## src/lmc_map.vh

```
// constants for the local memory configuration block
// assumes a 32-bit register window addressed by byte offset
`ifndef LMC_MAP_VH
`define LMC_MAP_VH
`define LMC_CTRL_OFFSET   24'h00_0004
`define LMC_SIZE_LSB      12
`define LMC_SIZE_MSB      13
`define LMC_COL_LSB       14
`define LMC_COL_MSB       15
`define LMC_WIDTH_BIT     1
`define LMC_CTRL_RESET    32'h0000_0000
`define LMC_SIZE_16MB     2'h0
`define LMC_SIZE_32MB     2'h1
`define LMC_SIZE_64MB     2'h2
`define LMC_SIZE_8MB      2'h3
`define LMC_MEM_CLK_MHZ   8'hA6
`define LMC_EMB_SIZE_MB   16
`endif

```

## src/lmc_config.v

```verilog
// local memory configuration register with power-on strap capture
// assumes strap pins come from outside and a simple register port
`include "lmc_map.vh"
module lmc_config #(
  parameter ADDR_W = 24
) (
  // clock and reset
  input  wire              clk,
  input  wire              rst,
  // strap pins
  input  wire [1:0]        memory_size_strap_pins,
  input  wire [1:0]        column_size_strap_pins,
  input  wire              bus_width_strap_pin,
  // setup choice
  input  wire              embedded_sel,
  // register port
  input  wire [ADDR_W-1:0] reg_addr,
  input  wire              reg_wr,
  input  wire              reg_rd,
  input  wire [31:0]       reg_wdata,
  output reg  [31:0]       reg_rdata,
  // decoded configuration
  output reg  [6:0]        mem_size_mb,
  output reg  [10:0]       col_words,
  output reg               bus_is_64,
  output reg  [1:0]        mem_setup,
  output reg  [7:0]        max_clk_mhz
);
  // ***************************************
  // local constants
  // ***************************************
  localparam [ADDR_W-1:0] CTRL_ADDR   = `LMC_CTRL_OFFSET;
  localparam [7:0]        EMB_CLK_MHZ = `LMC_MEM_CLK_MHZ;
  localparam [7:0]        NO_CLK_MHZ  = 8'h00;
  localparam [1:0]        SETUP_EMB32 = 2'h0;
  localparam [1:0]        SETUP_EXT32 = 2'h1;
  localparam [1:0]        SETUP_EXT64 = 2'h2;
  localparam [6:0]        SIZE_16MB   = 7'h10;
  localparam [6:0]        SIZE_32MB   = 7'h20;
  localparam [6:0]        SIZE_64MB   = 7'h40;
  localparam [6:0]        SIZE_8MB    = 7'h08;
  localparam [10:0]       COL_256     = 11'h100;
  localparam [10:0]       COL_512     = 11'h200;
  localparam [10:0]       COL_1024    = 11'h400;

  // ***************************************
  // state and next values
  // ***************************************
  reg  [4:0]  strap_s1_r;
  reg  [4:0]  strap_s2_r;
  reg         rst_d_r;
  reg  [31:0] ctrl_r;
  reg  [31:0] ctrl_nxt;
  reg  [31:0] rdata_nxt;
  reg  [6:0]  size_nxt;
  reg  [10:0] col_nxt;
  reg         wide_nxt;
  reg  [1:0]  setup_nxt;
  reg  [7:0]  clk_mhz_nxt;
  wire        hit;
  wire [1:0]  strap_size;
  wire [1:0]  strap_col;
  wire        strap_wide;
  wire [1:0]  sel_size;
  wire [1:0]  sel_col;
  wire        sel_wide;

  // ***************************************
  // field decoders
  // ***************************************
  // size selector to megabytes
  function [6:0] size_decode;
    input [1:0] sel;
    begin
      case (sel)
        `LMC_SIZE_16MB: size_decode = SIZE_16MB;
        `LMC_SIZE_32MB: size_decode = SIZE_32MB;
        `LMC_SIZE_64MB: size_decode = SIZE_64MB;
        default:        size_decode = SIZE_8MB;
      endcase
    end
  endfunction

  // column selector to words; upper bit alone means 1024
  function [10:0] col_decode;
    input [1:0] sel;
    begin
      if (sel[1])
        col_decode = COL_1024;
      else if (sel[0])
        col_decode = COL_512;
      else
        col_decode = COL_256;
    end
  endfunction

  // memory arrangement from embedded choice and bus width
  function [1:0] setup_decode;
    input emb;
    input wide;
    begin
      if (emb)
        setup_decode = SETUP_EMB32;
      else if (wide)
        setup_decode = SETUP_EXT64;
      else
        setup_decode = SETUP_EXT32;
    end
  endfunction

  // clock ceiling only known for the embedded memory
  function [7:0] clk_decode;
    input emb;
    begin
      if (emb)
        clk_decode = EMB_CLK_MHZ;
      else
        clk_decode = NO_CLK_MHZ;
    end
  endfunction

  // ***************************************
  // field views
  // ***************************************
  assign hit        = (reg_addr == CTRL_ADDR);
  assign strap_wide = strap_s2_r[0];
  assign strap_size = strap_s2_r[2:1];
  assign strap_col  = strap_s2_r[4:3];
  assign sel_size   = ctrl_r[`LMC_SIZE_MSB:`LMC_SIZE_LSB];
  assign sel_col    = ctrl_r[`LMC_COL_MSB:`LMC_COL_LSB];
  assign sel_wide   = ctrl_r[`LMC_WIDTH_BIT];

  // ***************************************
  // strap synchroniser
  // ***************************************
  // two stages, straps are asynchronous board levels
  always @(posedge clk)
  begin
    strap_s1_r <= {column_size_strap_pins, memory_size_strap_pins,
                   bus_width_strap_pin};
    strap_s2_r <= strap_s1_r;
    rst_d_r    <= rst;
  end

  // ***************************************
  // control register
  // ***************************************
  // strap latch in the release cycle wins over a write
  always @*
  begin
    ctrl_nxt = ctrl_r;
    if (rst_d_r)
    begin
      ctrl_nxt[`LMC_SIZE_MSB:`LMC_SIZE_LSB] = strap_size;
      ctrl_nxt[`LMC_COL_MSB:`LMC_COL_LSB]   = strap_col;
      ctrl_nxt[`LMC_WIDTH_BIT]              = strap_wide;
    end
    else if (reg_wr && hit)
    begin
      ctrl_nxt = reg_wdata;
    end
  end

  always @(posedge clk)
  begin
    if (rst)
    begin
      ctrl_r <= `LMC_CTRL_RESET;
    end
    else
    begin
      ctrl_r <= ctrl_nxt;
    end
  end

  // ***************************************
  // read data
  // ***************************************
  // holds between reads, unmapped reads give zero
  always @*
  begin
    rdata_nxt = reg_rdata;
    if (reg_rd && hit)
      rdata_nxt = ctrl_r;
    else if (reg_rd)
      rdata_nxt = 32'h0000_0000;
  end

  always @(posedge clk)
  begin
    if (rst)
    begin
      reg_rdata <= 32'h0000_0000;
    end
    else
    begin
      reg_rdata <= rdata_nxt;
    end
  end

  // ***************************************
  // decode
  // ***************************************
  always @*
  begin
    size_nxt    = size_decode(sel_size);
    col_nxt     = col_decode(sel_col);
    wide_nxt    = sel_wide;
    setup_nxt   = setup_decode(embedded_sel, sel_wide);
    clk_mhz_nxt = clk_decode(embedded_sel);
  end

  always @(posedge clk)
  begin
    if (rst)
    begin
      mem_size_mb <= SIZE_16MB;
      col_words   <= COL_256;
      bus_is_64   <= 1'b0;
      mem_setup   <= SETUP_EMB32;
      max_clk_mhz <= NO_CLK_MHZ;
    end
    else
    begin
      mem_size_mb <= size_nxt;
      col_words   <= col_nxt;
      bus_is_64   <= wide_nxt;
      mem_setup   <= setup_nxt;
      max_clk_mhz <= clk_mhz_nxt;
    end
  end
endmodule // lmc_config

```

## config.mk

```make
export PLATFORM = sky130hd
export DESIGN_NAME = lmc_config
export DESIGN_NICKNAME = d
export VERILOG_FILES = /design/src/lmc_config.v
export VERILOG_INCLUDE_DIRS = /design/src
export SDC_FILE = /design/constraint.sdc
export NUM_CORES = 1
export LEC_CHECK = 0
export BUFFER_PORTS_ARGS = -buffer_cell sky130_fd_sc_hd__buf_2
export CORE_MARGIN = 1
export CORE_UTILIZATION = 25
export CTS_BUF_LIST = sky130_fd_sc_hd__clkbuf_4 sky130_fd_sc_hd__clkbuf_8 sky130_fd_sc_hd__clkbuf_16
export DETAILED_ROUTE_END_ITERATION = 6
export PLACE_DENSITY_LB_ADDON = 0.15
export SETUP_SLACK_MARGIN = 0.5
export SLEW_MARGIN = 20
export SYNTH_ARGS = -nofsm -noshare
export SYNTH_HDL_FRONTEND = slang
export SYNTH_SLANG_ARGS = --single-unit
```

## constraint.sdc

```tcl
create_clock -name clk -period 1.3 [get_ports clk]
set_input_delay 0.13 -clock clk [delete_from_list [all_inputs] [get_ports clk]]
set_output_delay 0.13 -clock clk [all_outputs]
set_load 0.1 [all_outputs]
```

Word-level counts from Yosys, hierarchy flattened
Cells that the tools add are included.
{ "totals": {"latch_bits": 0, "mem_count": 0, "ram_bits": 0, "wordCells": 34, "out_inout_bits": 61, "in_bits": 66, "romBits": 0, "regBits": 104} }
{ "op_classes": {"order_cmp": 0, "div": 0, "n_bitwise": 1, "mul": 0, "eq_ne": 3, "reduce_logical": 8, "shifts": 0, "n_addsub": 0, "muxes": 10} }
{ "ops": {"columns": ["op", "n"], "rows": [
  ["$mux W32", 2],
  ["$eq A24 B3 Y1 const B", 1],
  ["$pmux W7 S3", 1],
  ["$mux W16", 1],
  ["$mux W11", 1],
  ["$mux W10", 1],
  ["$mux W8", 1],
  ["$mux W4", 1],
  ["$reduce_bool A2 Y1", 2],
  ["$reduce_or A2 Y1", 2],
  ["$eq A2 B1 Y1 const B", 1],
  ["$eq A2 B2 Y1 const B", 1],
  ["$logic_and A1 B1 Y1", 2],
  ["$logic_not A2 Y1", 1],
  ["$mux W2", 1],
  ["$reduce_and A2 Y1", 1],
  ["$mux W1", 1],
  ["$not A1 Y1", 1]
]} }

Logic depth before layout (Yosys ltp)
{ "logic_depth": {"ltp_word": 4, "depth_mapped": 6, "depth_no_buf": 4} }

Worst setup path after synthesis
No wires, ideal clock.
{ "synth_timing": {"kind": "reg2out", "startpoint": "register max_clk_mhz[5] (netlist name)", "endpoint": "output port max_clk_mhz[2]", "t_required_ns": 1.170, "n_path_buf": 1, "arrival_ns": 1.392, "setup_slack_ns": -0.222, "path_stages_with_launch": 2, "cell_sequence": "dfxtp_1 -> buf_4"} }
{ "synth_lines": {"columns": ["item", "line_no", "rtl"], "rows": [
  ["to (decl)", "lmc_config.v:27", "output reg [7:0] max_clk_mhz"]
]} }

Worst setup path after layout
{ "layout_timing": {"startpoint": "register rst_d_r", "endpoint": "register ctrl_r[17]"} }
{ "layout_between": {"elab_chain_cells": 2} }
{ "layout_rtl": {"columns": ["item", "line_no", "rtl"], "rows": [
  ["from (decl)", "lmc_config.v:51", "reg rst_d_r;"],
  ["from (signal assigned)", "lmc_config.v:142", "rst_d_r <= rst;"],
  ["$not A1 Y1 (no source line)", null, null],
  ["$reduce_and A2 Y1 (no source line)", null, null],
  ["to (signal assigned)", "lmc_config.v:168", "ctrl_r <= `LMC_CTRL_RESET;"],
  ["to (signal assigned)", "lmc_config.v:172", "ctrl_r <= ctrl_nxt;"],
  ["to (decl)", "lmc_config.v:52", "reg [31:0] ctrl_r;"]
]} }
No other way between the ends.
A chain may end at the register's enable or synchronous reset.

==> impl_metrics.py <==
metrics = {
    "status": {
        "status": "completed",
    },
    "synthesis": {
        "synth_warnings": 0,
        "synthSimpleGateAreaFrac_pct": 22.0,
        "synth_top_family_by_area": "simple AND/OR/NAND/NOR gates",
        "synth_xor_xnor_area_share_pct": 0,
        "netlist.area_leader.share_pct": 51.3,
        "synth_mux_area_share_pct": 1.68,
        "syn_avg_cell_area_um2": 9.30,
        "synthFlopType": "dfxtp_1",
        "synthCells": 361,
        "synth_compound_area_share_pct": 14.8,
        "yosysMostFrequentCell": "dfxtp_1",
        "synth_area_leaders": "dfxtp_1 51%, a21oi_1 9.4%, nand4_1 6.1%",
        "async_reset_ff_share_pct": 0,
        "synth_commonest_cells": "86 x dfxtp_1, 63 x a21oi_1, 33 x nand3_1, 33 x nand4_1, 33 x o21ai_0",
        "synth_area_um2": 3360,
        "synth_cell_types": 23,
        "ys_seq_elements": 86,
        "synth-edff-count": 0,
        "synth_fa_ha_area_share_pct": 0,
        "ys_seq_area_share_pct": 51.3,
        "synth_top_area_cell": "dfxtp_1",
    },
    "critical_path": {
        "worstSetupPathType": "flip-flop to flip-flop",
        "reg2regPathDepth": 5,
        "cp-start-kind": "flip-flop",
        "worst_setup_path_end_kind": "flip-flop",
        "crit_fanout": 11,
        "r2r-start": "rst_d_r",
        "r2r_end": "ctrl_r[17]",
        "arrival_ns": 1.49,
        "rrSetupSlack_ns": 0.09,
        "cp.required_ns": 1.58,
    },
    "drt": {
        "dr.pass1.iters": 4,
        "drtAntennaViolNets": 0,
        "vias_per_cell": 4.72,
        "wl_per_cell_um": 16.1,
        "drc": 0,
        "wl_mm": 10.7,
        "drt-initial-drc-count": 137,
        "num_vias": 3127,
    },
    "hold_path": {
        "holdCritPathClass": "input pin to flip-flop",
        "holdCritStartpoint": "reg_wdata[20]",
        "min_delay_path_depth": 3,
        "min_to": "ctrl_r[20]",
    },
    "timing": {
        "fmax_ghz": 0.825,
        "finalClockSkew_ns": 0.00705,
        "setup_ws_ns": 0.0883,
        "setup_viol": 0,
        "post-route-min-period_ns": 1.21,
        "setup_tns_ns": 0,
        "period_share_pct": 93.2,
        "whs_ns": 0.0357,
        "rsz0062_at_grt": "yes",
        "final_hold_viol_count": 0,
        "maxSlewViolCount": 0,
    },
    "finish": {
        "num-fill-cells": 1210,
        "areaGrowthSynthToFinish_pct": 76.0,
        "design_area_um2": 5910,
        "drive_above_1_share_pct": 52.7,
        "fin_nets": 552,
        "diodes": 0,
    },
    "clock_tree": {
        "numClockSinks": 86,
        "clockBufferDepth": 2,
        "cts_buffers": 9,
        "cts_tree": "done",
        "clockRootBuffer": "clkbuf_16",
        "htree_levels": 3,
        "clkLatencyLatePin_ns": 0.35,
        "path_clk_slew_ns": 0.07,
    },
    "power": {
        "p_int_w": 0.00446,
        "peakVddDrop_mv": 0.732,
        "p_sw_share_pct": 26.8,
        "netSwitchingPower_w": 0.00164,
        "pwr-share-seq_pct": 44.2,
        "power.density_nw_per_um2": 1030,
        "power.leakage_nw": 2.13,
        "p_clk_share_pct": 43.7,
        "pwr-share-comb_pct": 12.1,
    },
    "place": {
        "post_dp_cell_area_um2": 4260,
        "dp_slack_ns": -0.171,
        "post-dp-hpwl_mm": 5.72,
        "portBuffers": 111,
        "gp_congestion": 0.749,
    },
    "run": {
        "cap_violations": 0,
    },
    "grt": {
        "met1_usage_pct": 18.7,
        "grt-busiest-layer": "met2",
        "grtUsageMet2_pct": 23.9,
        "antenna_found_initial": 0,
        "grt_max_degree": 65,
        "grt.overflow.total": 0,
        "use_met3_pct": 4.31,
        "grt_pass1_vias": 3106,
        "grtUsageTotal_pct": 14.9,
        "grt_first_pass_wirelength_mm": 16.0,
    },
    "floorplan": {
        "rows": 41,
        "start_util_pct": 26.1,
        "core-area_um2": 12900,
        "die_area_um2": 13900,
        "die_y_um": 118,
        "die_w_um": 118,
        "ios": 127,
    },
}
-- flip-flops by register name, summed over array words and instances, names as in the netlist --
signal	count
reg_rdata	32
col_words	3
ctrl_r	32
strap_s2_r	5
max_clk_mhz	1
mem_size_mb	4
strap_s1_r	5
bus_is_64	1
mem_setup	2
rst_d_r	1
-- layer usage --
| layer | share of wire (%) | up-vias |
|---|---|---|
| met5 | 0 | - |
| met4 | 0.96 | 0 |
| met1 | 45 | 1517 |
| li1 | - | 1515 |
| met2 | 49 | 88 |
| met3 | 4.9 | 7 |
-- area by class of cell --
class / instances / area (um2) / share of cell area, %
Sequential cell: 86 / 1800 / 30.5
Timing Repair Buffer: 154 / 1980 / 33.5
Tap cell: 172 / 215 / 3.64
Clock inverter: 6 / 70.1 / 1.19
Multi-Input combinational cell: 235 / 1600 / 27.1
Clock buffer: 10 / 239 / 4.04
-- critical path, cell delays in order (launching register included) --
cell       delay, ns
dfxtp_4         0.35
nor2b_4         0.12
and3_4          0.28
clkbuf_16       0.20
nand3_2         0.07
a21oi_1         0.12
-- logic make-up (layout without fill, tap and decap cells) --
group,count (synthesis),after routing
AND/OR/NAND/NOR,117,117
AO/OA/AOI/OAI,98,98
flip-flops,86,86
buffers and inverters,54,170
multiplexers,5,5
other,1,15
-- worst max path at each step --
| stage | start | endpoint | slack, ns | cells past startpoint |
|---|---|---|---|---|
| final | rst_d_r | ctrl_r[17] | 0.09 | 5 |
| after global routing | rst_d_r | ctrl_r[21] | 0.03 | 5 |
| after CTS | rst_d_r | ctrl_r[1] | 0.1 | 5 |
| after detailed placement | reg_addr[14] | reg_rdata[10] | -0.17 | 6 |
| after global placement | reg_addr[15] | reg_rdata[18] | -0.13 | 6 |
| after floorplan | reg_addr[0] | reg_rdata[12] | 0.15 | 6 |
-- through the flow --
stage	utilization [%]	power (W)	cells
floorplan	-	0.00325	375
global placement	33.1	0.00339	616
detailed placement	33.1	0.00339	616
CTS	43.3	0.00618	649
global route	45.9	0.00633	663
finish	45.9	0.00610	663
-- cells in the final DEF, fill, tap and decap left out, types with 2 or more instances in the layout --
cell type	Yosys	layout
buf_12	0	58
buf_2	4	57
a21oi_1	63	53
dfxtp_1	86	41
dfxtp_2	0	36
nand4_1	33	33
nand2b_1	32	32
nand3_2	0	21
o21ai_0	33	17
o21ai_1	0	16
conb_1	1	15
clkbuf_16	0	14
buf_4	22	12
buf_6	7	11
a21oi_2	0	10
nand3_1	33	9
dfxtp_4	0	9
dlygate4sd3_1	0	6
nor4_4	0	5
mux2_2	5	5
buf_16	0	5
nand3_4	0	3
nor3b_1	3	3
nor2b_1	5	3
clkinv_4	0	3
nor2b_4	0	2
o21bai_1	2	2
-- power groups by stage --
stage	combinational (W)	sequential, W	clock, W
final	0.000740	0.00269	0.00267
after CTS	0.000722	0.00270	0.00276
after global routing	0.000769	0.00270	0.00287
after global placement	0.000635	0.00275	0
after floorplan	0.000389	0.00286	0
after detailed placement	0.000637	0.00276	0
-- timing repair --
action	4_1_cts	5_1_grt
gates resized for setup	199	39
setup buffers	6	9
hold buffers	6	0
pin swaps	3	19
endpoints found under the hold margin	7	0
endpoints found under the setup margin	111	111
gates cloned	5	5
Note: power is estimated with default switching activity, not from simulation.
